$ cat src/inc/flpc_pkg.sv
// Package: register map, field positions, reset values and timing for the fault/PWM block
package flpc_pkg;
  // Register offsets (byte addresses, one 32-bit word each)
  localparam logic [7:0] ADDR_GLOBAL_STATUS = 8'h00;
  localparam logic [7:0] ADDR_FAULT0 = 8'h04;
  localparam logic [7:0] ADDR_FAULT1 = 8'h08;
  localparam logic [7:0] ADDR_DUTY0 = 8'h0c;
  localparam logic [7:0] ADDR_DUTY1 = 8'h10;
  localparam logic [7:0] ADDR_OCFG0 = 8'h14;
  localparam logic [7:0] ADDR_OCFG1 = 8'h18;
  localparam logic [7:0] ADDR_CTRL = 8'h1c;
  localparam logic [7:0] ADDR_MODE = 8'h20;
  // Channel fault register bits
  localparam int FB_OC = 0;
  localparam int FB_SC = 1;
  localparam int FB_OT = 2;
  localparam int FB_OS = 3;
  localparam int FB_OLON = 4;
  localparam int FB_OLOFF = 5;
  localparam int FB_LATCHED = 6;
  localparam int NFB = 6;
  // Global status bits
  localparam int GB_UV = 0;
  localparam int GB_OV = 1;
  localparam int GB_CLKF = 2;
  localparam int GB_POR = 3;
  localparam int NGB = 3;
  // Duty register: D8 on bit, D7..D0 duty
  localparam int DUTY_ON = 8;
  // Output config: D6 clock select, D7 prescaler
  localparam int OC_CLK_INT = 6;
  localparam int OC_PRESC = 7;
  // Control register bits
  localparam int CB_PWM_EN0 = 0;
  localparam int CB_PWM_EN1 = 1;
  localparam int CB_DIR_DIS0 = 2;
  localparam int CB_DIR_DIS1 = 3;
  localparam int CB_RETRY_EN0 = 4;
  localparam int CB_RETRY_EN1 = 5;
  localparam int CB_OV_EN = 6;
  localparam int CB_CLKF_EN = 7;
  localparam int CB_OS_EN = 8;
  localparam int CB_OLON_EN = 9;
  localparam int CB_OLOFF_EN = 10;
  localparam int CB_RETRY_CLR0 = 11;
  localparam int CB_RETRY_CLR1 = 12;
  localparam logic [12:0] CTRL_RESET = 13'h00c0;
  localparam int CTRL_W = 13;
  // Timing
  localparam int CLK_HZ = 25_000_000;
  localparam int RETRY_PERIOD_US = 10_000;
  localparam int RETRY_CYCLES = RETRY_PERIOD_US * (CLK_HZ / 1_000_000);
  localparam int RETRY_MAX_DEF = 15;
  localparam logic [8:0] PWM_DIV_BASE = 9'h0ff;
  localparam logic [8:0] PWM_DIV_DOUBLE = 9'h1ff;
  // Mode codes
  typedef enum logic [2:0] {
    FLPC_NORMAL = 3'b001,
    FLPC_FAILSAFE = 3'b010,
    FLPC_FAULT = 3'b100
  } flpc_mode_e;
  // Per-channel detector inputs
  typedef struct packed {
    logic overcurrent;
    logic severe_short;
    logic overtemperature;
    logic out_short;
    logic open_on;
    logic open_off;
  } flpc_det_s;
endpackage

$ cat src/flpc_top.sv
// Fault mode, latchable fault, delatch control and PWM modulator of a dual high-side switch
`timescale 1ns/1ns
module flpc_top
  import flpc_pkg::*;
#(
  parameter int RETRY_CNT = RETRY_CYCLES,
  parameter int RETRY_MAX = RETRY_MAX_DEF
) (
  // Clock and reset
  input wire logic pclk,
  input wire logic presetn,
  // APB slave
  input wire logic psel,
  input wire logic penable,
  input wire logic pwrite,
  input wire logic [7:0] paddr,
  input wire logic [31:0] pwdata,
  output logic [31:0] prdata,
  output logic pready,
  output logic pslverr,
  // Mode inputs
  input wire logic wake_up,
  input wire logic fail_safe,
  input wire logic power_on,
  // Detectors
  input wire flpc_det_s [1:0] det,
  input wire logic undervoltage,
  input wire logic overvoltage,
  input wire logic clock_fail,
  // Direct inputs and activity
  input wire logic [1:0] in_pin,
  input wire logic [1:0] in_active,
  // Clock enables: internal oscillator tick, external PWM clock tick
  input wire logic int_tick,
  input wire logic ext_tick,
  // Outputs
  output logic fault_status_n,
  output logic [1:0] hs_on,
  output logic [2:0] mode
);
  initial begin
    if (RETRY_CNT < 1 || RETRY_MAX < 1 || RETRY_MAX > 15) $error("flpc_top: bad parameters");
  end

  logic [CTRL_W-1:0] ctrl;
  logic [8:0] duty_register [2];
  logic [7:0] output_config_register [2];
  logic [NFB-1:0] channel_fault_register [2];
  logic [NGB-1:0] global_status_register;
  logic por_flag;
  logic [1:0] latched;
  logic [1:0] retry_wait;
  logic [3:0] retry_num [2];
  logic [31:0] retry_tmr [2];
  logic [1:0] fc_q;
  logic [1:0] fc_low_seen;
  logic [8:0] pwm_cnt [2];
  logic [1:0] pwm_out;
  logic fail_safe_q;
  flpc_mode_e mode_q;

  // Bus decode
  wire wr = psel & penable & pwrite;
  wire rd = psel & penable & ~pwrite;
  wire hit = paddr inside {ADDR_GLOBAL_STATUS, ADDR_FAULT0, ADDR_FAULT1, ADDR_DUTY0,
                           ADDR_DUTY1, ADDR_OCFG0, ADDR_OCFG1, ADDR_CTRL, ADDR_MODE};
  wire regs_locked = fail_safe;
  assign pready = 1'b1;
  assign pslverr = psel & penable & (~hit | (regs_locked & paddr != ADDR_MODE));

  // Live fault terms
  wire [1:0] ch_oc = {det[1].overcurrent, det[0].overcurrent};
  wire [1:0] ch_sc = {det[1].severe_short, det[0].severe_short};
  wire [1:0] ch_ot = {det[1].overtemperature, det[0].overtemperature};
  wire [1:0] ch_os = {det[1].out_short, det[0].out_short} & {2{ctrl[CB_OS_EN]}};
  wire [1:0] ch_olon = {det[1].open_on, det[0].open_on} & {2{ctrl[CB_OLON_EN]}};
  wire [1:0] ch_oloff = {det[1].open_off, det[0].open_off} & {2{ctrl[CB_OLOFF_EN]}};
  wire ov_live = overvoltage & ctrl[CB_OV_EN];
  wire clkf_live = clock_fail & ctrl[CB_CLKF_EN];
  wire [1:0] latchable = ch_oc | ch_sc | ch_ot | {2{undervoltage}};
  wire [1:0] ch_fault_any = latchable | ch_os | ch_olon | ch_oloff;
  wire fault_term = |ch_fault_any | ov_live | clkf_live | |latched;
  wire [1:0] ch_off = latchable | {2{ov_live}} | latched | retry_wait;

  // Fault control and its high-low-high sequence
  wire [1:0] dir_dis = {ctrl[CB_DIR_DIS1], ctrl[CB_DIR_DIS0]};
  wire [1:0] on_bit = {duty_register[1][DUTY_ON], duty_register[0][DUTY_ON]};
  wire [1:0] fault_control = (in_active & ~dir_dis) | on_bit;
  wire [1:0] fc_rise = fault_control & ~fc_q;
  wire [1:0] retry_clr = {ctrl[CB_RETRY_CLR1], ctrl[CB_RETRY_CLR0]} &
                         {ctrl[CB_RETRY_EN1], ctrl[CB_RETRY_EN0]};
  wire [1:0] delatch_seq = (fc_rise & fc_low_seen) | retry_clr;
  wire fs_rise = fail_safe & ~fail_safe_q;
  wire fs_delatch = fs_rise & (mode_q == FLPC_FAULT);
  wire reg_reset = power_on | fs_delatch | fail_safe;

  // Read clear masks
  wire rd_f0 = rd & ~regs_locked & paddr == ADDR_FAULT0;
  wire rd_f1 = rd & ~regs_locked & paddr == ADDR_FAULT1;
  wire rd_gs = rd & ~regs_locked & paddr == ADDR_GLOBAL_STATUS;
  wire [NFB-1:0] live_f [2];
  assign live_f[0] = {ch_oloff[0], ch_olon[0], ch_os[0], ch_ot[0], ch_sc[0], ch_oc[0]};
  assign live_f[1] = {ch_oloff[1], ch_olon[1], ch_os[1], ch_ot[1], ch_sc[1], ch_oc[1]};
  wire [NGB-1:0] live_g = {clkf_live, ov_live, undervoltage};

  // Mode decode
  flpc_mode_e next_mode;
  always_comb begin
    if (wake_up && fault_term) begin
      next_mode = FLPC_FAULT;
    end else if (fail_safe) begin
      next_mode = FLPC_FAILSAFE;
    end else begin
      next_mode = FLPC_NORMAL;
    end
  end
  assign mode = mode_q;

  always_ff @(posedge pclk or negedge presetn) begin
    if (!presetn) begin
      mode_q <= FLPC_NORMAL;
      fail_safe_q <= 1'b0;
      fc_q <= 2'b00;
    end else begin
      mode_q <= next_mode;
      fail_safe_q <= fail_safe;
      fc_q <= fault_control;
    end
  end

  // Control and global status registers
  always_ff @(posedge pclk or negedge presetn) begin
    if (!presetn) begin
      ctrl <= CTRL_RESET;
    end else if (reg_reset) begin
      ctrl <= CTRL_RESET;
    end else if (wr && paddr == ADDR_CTRL) begin
      ctrl <= pwdata[CTRL_W-1:0];
    end else begin
      ctrl[CB_RETRY_CLR1:CB_RETRY_CLR0] <= 2'b00;
    end
  end

  always_ff @(posedge pclk or negedge presetn) begin
    if (!presetn) begin
      por_flag <= 1'b0;
      global_status_register <= '0;
    end else if (power_on) begin
      por_flag <= 1'b1;
      global_status_register <= '0;
    end else begin
      if (rd_gs) begin
        por_flag <= 1'b0;
      end
      // Set wins over clear; read clears only once cause is gone
      global_status_register <= live_g |
        (global_status_register & ~({NGB{rd_gs & ~fail_safe}} & ~live_g));
    end
  end

  genvar c;
  for (c = 0; c < 2; c++) begin : g_ch
    wire own_delatch = delatch_seq[c] & ~latchable[c];
    wire retry_fire = retry_wait[c] && retry_tmr[c] == 32'(RETRY_CNT - 1);
    wire turn_on = retry_fire | own_delatch;
    wire exhausted = retry_num[c] == 4'(RETRY_MAX);
    wire rd_c = (c == 0) ? rd_f0 : rd_f1;
    wire [1:0] div_done = {pwm_cnt[c] == PWM_DIV_DOUBLE, pwm_cnt[c] == PWM_DIV_BASE};
    wire clk_int = output_config_register[c][OC_CLK_INT];
    wire presc = output_config_register[c][OC_PRESC] & ~clk_int;
    wire tick = clk_int ? int_tick : ext_tick;
    wire wrap = presc ? div_done[1] : div_done[0];
    wire [7:0] pos = presc ? pwm_cnt[c][8:1] : pwm_cnt[c][7:0];
    wire pwm_en = ctrl[CB_PWM_EN0 + c];

    always_ff @(posedge pclk or negedge presetn) begin
      if (!presetn) begin
        duty_register[c] <= '0;
        output_config_register[c] <= '0;
      end else if (reg_reset) begin
        duty_register[c] <= '0;
        output_config_register[c] <= '0;
      end else if (wr && paddr == (c == 0 ? ADDR_DUTY0 : ADDR_DUTY1)) begin
        duty_register[c] <= pwdata[8:0];
      end else if (wr && paddr == (c == 0 ? ADDR_OCFG0 : ADDR_OCFG1)) begin
        output_config_register[c] <= pwdata[7:0];
      end
    end

    // Fault bits: sticky, cleared by read only when cause gone, not latched and not waiting to retry
    always_ff @(posedge pclk or negedge presetn) begin
      if (!presetn) begin
        channel_fault_register[c] <= '0;
      end else if (power_on) begin
        channel_fault_register[c] <= '0;
      end else begin
        channel_fault_register[c] <= live_f[c] | (channel_fault_register[c] &
          ~({NFB{rd_c & ~latched[c] & ~retry_wait[c]}} & ~live_f[c]));
      end
    end

    // Auto-retry and latch
    always_ff @(posedge pclk or negedge presetn) begin
      if (!presetn) begin
        latched[c] <= 1'b0;
        retry_wait[c] <= 1'b0;
        retry_num[c] <= '0;
        retry_tmr[c] <= '0;
        fc_low_seen[c] <= 1'b0;
      end else if (power_on || fs_delatch) begin
        latched[c] <= 1'b0;
        retry_wait[c] <= 1'b0;
        retry_num[c] <= '0;
        retry_tmr[c] <= '0;
        fc_low_seen[c] <= 1'b0;
      end else begin
        if (!fault_control[c]) begin
          fc_low_seen[c] <= 1'b1;
        end else if (fc_rise[c]) begin
          fc_low_seen[c] <= 1'b0;
        end
        if (latched[c]) begin
          if (own_delatch) begin
            latched[c] <= 1'b0;
            retry_num[c] <= '0;
          end
        end else if (retry_wait[c]) begin
          retry_tmr[c] <= retry_tmr[c] + 32'd1;
          if (own_delatch) begin
            retry_wait[c] <= 1'b0;
            retry_num[c] <= '0;
            retry_tmr[c] <= '0;
          end else if (retry_fire) begin
            retry_tmr[c] <= '0;
            if (exhausted && latchable[c]) begin
              latched[c] <= 1'b1;
              retry_wait[c] <= 1'b0;
            end else if (!latchable[c]) begin
              retry_wait[c] <= 1'b0;
            end else begin
              retry_num[c] <= retry_num[c] + 4'd1;
            end
          end else if (!ctrl[CB_RETRY_EN0 + c] && !latchable[c] && fc_rise[c]) begin
            retry_wait[c] <= 1'b0;
          end
        end else if (latchable[c]) begin
          retry_wait[c] <= 1'b1;
          retry_tmr[c] <= '0;
        end
        if (!ctrl[CB_RETRY_EN0 + c] && retry_wait[c] && retry_fire) begin
          retry_tmr[c] <= retry_tmr[c];
        end
      end
    end

    // PWM modulator
    always_ff @(posedge pclk or negedge presetn) begin
      if (!presetn) begin
        pwm_cnt[c] <= '0;
      end else if (!pwm_en || !on_bit[c]) begin
        pwm_cnt[c] <= '0;
      end else if (tick) begin
        pwm_cnt[c] <= wrap ? 9'h000 : pwm_cnt[c] + 9'h001;
      end
    end
    assign pwm_out[c] = duty_register[c][7:0] == 8'hff || pos <= duty_register[c][7:0];

    wire serial_on = on_bit[c] & (pwm_en ? pwm_out[c] : 1'b1);
    wire direct_on = in_pin[c] & (~dir_dis[c] | fail_safe);
    wire target = direct_on | (serial_on & ~fail_safe);
    always_ff @(posedge pclk or negedge presetn) begin
      if (!presetn) begin
        hs_on[c] <= 1'b0;
      end else begin
        hs_on[c] <= target & ~ch_off[c] & wake_up;
      end
    end
  end

  // Fault status pin follows live faults and latched channels
  always_ff @(posedge pclk or negedge presetn) begin
    if (!presetn) begin
      fault_status_n <= 1'b1;
    end else if (power_on) begin
      fault_status_n <= 1'b1;
    end else begin
      fault_status_n <= ~fault_term;
    end
  end

  // Read data
  logic [31:0] next_prdata;
  always_comb begin
    next_prdata = 32'h0;
    unique case (paddr)
      ADDR_GLOBAL_STATUS: next_prdata = 32'({por_flag, global_status_register});
      ADDR_FAULT0: next_prdata = 32'({latched[0], channel_fault_register[0]});
      ADDR_FAULT1: next_prdata = 32'({latched[1], channel_fault_register[1]});
      ADDR_DUTY0: next_prdata = 32'(duty_register[0]);
      ADDR_DUTY1: next_prdata = 32'(duty_register[1]);
      ADDR_OCFG0: next_prdata = 32'(output_config_register[0]);
      ADDR_OCFG1: next_prdata = 32'(output_config_register[1]);
      ADDR_CTRL: next_prdata = 32'(ctrl);
      ADDR_MODE: next_prdata = 32'({retry_wait, hs_on, mode_q});
      default: next_prdata = 32'h0;
    endcase
  end
  always_ff @(posedge pclk or negedge presetn) begin
    if (!presetn) begin
      prdata <= 32'h0;
    end else if (psel && !penable && !pwrite) begin
      prdata <= (regs_locked && paddr != ADDR_MODE) ? 32'h0 : next_prdata;
    end
  end
endmodule

$ cat config.mk
export PLATFORM = sky130hd
export DESIGN_NAME = flpc_top
export DESIGN_NICKNAME = d
export VERILOG_FILES = /design/src/inc/flpc_pkg.sv /design/src/flpc_top.sv
export SDC_FILE = /design/constraint.sdc
export NUM_CORES = 1
export LEC_CHECK = 0
export BUFFER_PORTS_ARGS = -buffer_cell sky130_fd_sc_hd__buf_2
export CAP_MARGIN = 20
export CORE_AREA = 2 2 149 151
export DETAILED_ROUTE_END_ITERATION = 10
export DIE_AREA = 0 0 151 153
export PLACE_DENSITY = 0.74
export SLEW_MARGIN = 10
export SYNTH_ARGS = -nofsm -noshare
export SYNTH_HDL_FRONTEND = slang
export SYNTH_SLANG_ARGS = --single-unit
$ cat constraint.sdc
create_clock -name pclk -period 3.15 [get_ports pclk]
set_input_delay 0.315 -clock pclk [delete_from_list [all_inputs] [get_ports pclk]]
set_output_delay 0.315 -clock pclk [all_outputs]
set_load 0.01 [all_outputs]
==> flow_summary.toml <==
[sta]
setup_violations = 0
fin_crit_sh_pct = 91.21
slew_violations = 0
fin_crit_ns = 2.873
fin_skew_ns = 0.01576
setup-tns-final_ns = 0
worstMarginPinSlew_ns = 1.014
final_hold_viol_count = 0
rsz0062_at_grt = "no"
slew-limit-headroom_pct = 32.13
max_freq_mhz = 348.1

[route]
ant_nets = 0
wirelength_um = 28690
num_vias = 9244
viasPerCell = 6.030
drc = 0
wl_per_cell_um = 18.71
drtIter0Drc = 970
drtPass1Iterations = 5

[synth]
synth_top_family_by_area = "simple AND/OR/NAND/NOR gates"
seq_area_frac_synth_pct = 43.69
synth_area_leaders = "dfrtp_1, nand2_1, a21oi_1"
synth-main-ff-cell = "dfrtp_1"
synth_compound_area_share_pct = 17.32
synthTopCellsByCount = "dfrtp_1, nand2_1, nor2_1"
ys_types = 73
synth_cells = 1171
syn_area_um2 = 10380
yosysTopAreaCell = "dfrtp_1"
synth_area_per_cell_um2 = 8.863
synthAdderAreaFrac_pct = 2.652
yosys.cell_count.top_type = "dfrtp_1"
synth_xor_area_share_pct = 1.603
yosys_register_bits = 181
yosys.area_share.simple_pct = 24.54
synth.area.mux_share_pct = 5.063
netlist.area_leader.share_pct = 42.68
synth_edf_count = 0
synthArstFlopShare_pct = 100.0
yosysWarnings = 0

[grt]
grt_max_degree = 78
antenna_found_initial = 0
grt-busiest-layer = "met2"
grt_pass1_wl_um = 46580
grt_overflow_total = 0
grt_pass1_vias = 8768
use_met1_pct = 36.37
met3_usage_pct = 4.060
grt_use_total_pct = 25.54
grt_use_met2_pct = 40.02

[place]
io_buffers = 69
post-dp-hpwl_um = 20790
place_area_um2 = 11070
place_congestion = 0.9649

[hold_path]
hp-class = "in -> reg"

[clock_network]
cts_root_buffer = "clkbuf_16"
cts_tree = "built"
numCtsBuffers = 17
htree_levels = 4
clock_sinks = 181
clk-insertion-delay-late_ns = 0.44
ctsHoldBuffers = 1
clk_path_buf_depth = 2
cts.repair.resized = 0
path_clk_slew_ns = 0.07
postCtsSetupBuffers = 0

[final_layout]
drive_gt1_share_pct = 14.22
syn_to_final_growth_pct = 12.55
design_area_um2 = 11680
fin_util_pct = 54.37
final_nets = 1330
fillers = 1962

[worst_setup_path]
path_max_fanout = 15
crit_buf_inv = 1
slowest_stage = "or4_1"
end_kind = "register"
cp_top_family = "simple AND/OR/NAND/NOR gates"
startpoint_type = "register"
arrival_ns = 3.20
critPathKind = "reg -> reg"
cp_slowest_stage_delay_ns = 0.56
worstPathRequired_ns = 3.47
cp_cell_sequence = "or4_1, or4_4, o31ai_2, nor3_2, buf_4, a21o_1, a22o_1"

[pwr]
cellPowerDensity_nw_per_um2 = 424.0
p_leak_uw = 0.005109
vdd_drop_max_mv = 0.3313

[floorplanning]
pin_count = 109
dieArea_um2 = 23100
dieWidth_um = 151
num_rows = 54
fp.dieH_um = 153
start_util_pct = 48.31
core-area_um2 = 21490

[outcome]
status = "finished clean"

[job]
max_cap_viol_count = 0
final cells by class:
cell class              instances  area (um2)  area share [%]
clock inverters                12       141.4           1.210
diodes                          1       2.502         0.02142
clock buffers                  20       456.7           3.910
flip-flops and latches        181        4534           38.82
multi-input cells             893        5393           46.17
inverters                      41       153.9           1.317
well taps                     280       350.3           2.999
repair buffers                105       649.4           5.559
worst register-to-register path, delay by kind of cell (launching register included):
kind,cells,cell delay (ns)
buffers and inverters,1,0.25
flip-flops,1,0.40
AO/OA/AOI/OAI,3,0.79
AND/OR/NAND/NOR,3,1.32
metrics by stage:
step | instances | setup WS [ns] | hold WS [ns] | total power (uW)
2_1_floorplan | 1189 | 0.6013 | 0.01941 | 2623
3_3_place_gp | 1499 | 0.3766 | 0.4065 | 2783
3_5_place_dp | 1499 | 0.2962 | 0.4150 | 2791
4_1_cts | 1532 | 0.2840 | 0.1238 | 4977
5_1_grt | 1532 | 0.1420 | 0.1491 | 5117
6_report | 1533 | 0.2770 | 0.1360 | 4953
placed cells by master (no fill, tap or decap), types with 6 or more instances in the layout:
cell	Yosys	final
nand3_1	70	70
nor4b_1	11	11
or4_1	14	14
ha_1	22	22
xor2_1	17	17
inv_1	41	41
nor3_1	25	24
a31oi_1	7	7
and2_1	11	11
and3_1	18	18
nor2_1	105	105
or2_2	6	6
buf_2	5	68
and4_1	7	7
nand2_1	136	136
a22o_1	21	21
o21ai_1	9	9
nand2b_1	13	13
nor2b_1	18	18
or3_1	11	11
a21oi_1	86	86
mux2i_1	21	21
mux2_2	22	22
conb_1	2	20
o21ai_0	63	63
a21o_1	26	26
nand4_1	30	30
dfrtp_1	177	177
clkbuf_16	0	17
a22oi_1	17	17
nor4_1	15	15
buf_4	21	33
state kept, by name, indices dropped and copies added, names as in the netlist:
register	flops
channel_fault_register	12
ctrl	13
duty_register	18
fail_safe_q	1
fault_status_n	1
fc_low_seen	2
fc_q	2
g_ch.clk_int	2
global_status_register	3
hs_on	2
latched	2
mode	3
output_config_register	14
por_flag	1
prdata	13
pwm_cnt	18
retry_num	8
retry_tmr	64
retry_wait	2
power breakdown:
| group | leakage [uW] | internal (uW) | switching, uW |
|---|---|---|---|
| Combinational | 0.00235 | 120 | 249 |
| Clock | 0.000288 | 1230 | 974 |
| Sequential | 0.00247 | 2350 | 30.0 |
final timing paths:
kind,start,endpoint,slack (ns),cells past startpoint
setup / recovery,retry_tmr[25],retry_tmr[31],0.28,7
min in group asynchronous,presetn,retry_tmr[51],0.49,2
hold reg to reg,prdata[4],prdata[4],0.47,1
max in group asynchronous,presetn,ctrl[7],1.81,3
hold / removal,det[4],channel_fault_register[7],0.14,3
setup reg to reg,retry_tmr[25],retry_tmr[31],0.28,7
routing by layer:
layer / wire length (um) / vias up / share of wire (%)
met5: 0 / - / 0
met4: 865 / 0 / 3.0
met3: 1967 / 59 / 6.9
met2: 13470 / 350 / 47
met1: 12380 / 4481 / 43
li1: - / 4354 / -
cell families (layout without fill, tap and decap cells):
group | Yosys count | after routing
XOR/XNOR | 19 | 19
adder cells (fa/ha/maj) | 22 | 22
AO/OA/AOI/OAI | 281 | 281
buffers and inverters | 115 | 178
flip-flops | 181 | 181
other | 2 | 21
multiplexers | 46 | 46
AND/OR/NAND/NOR | 505 | 505
No activity file was read; power rests on OpenSTA's default activity.
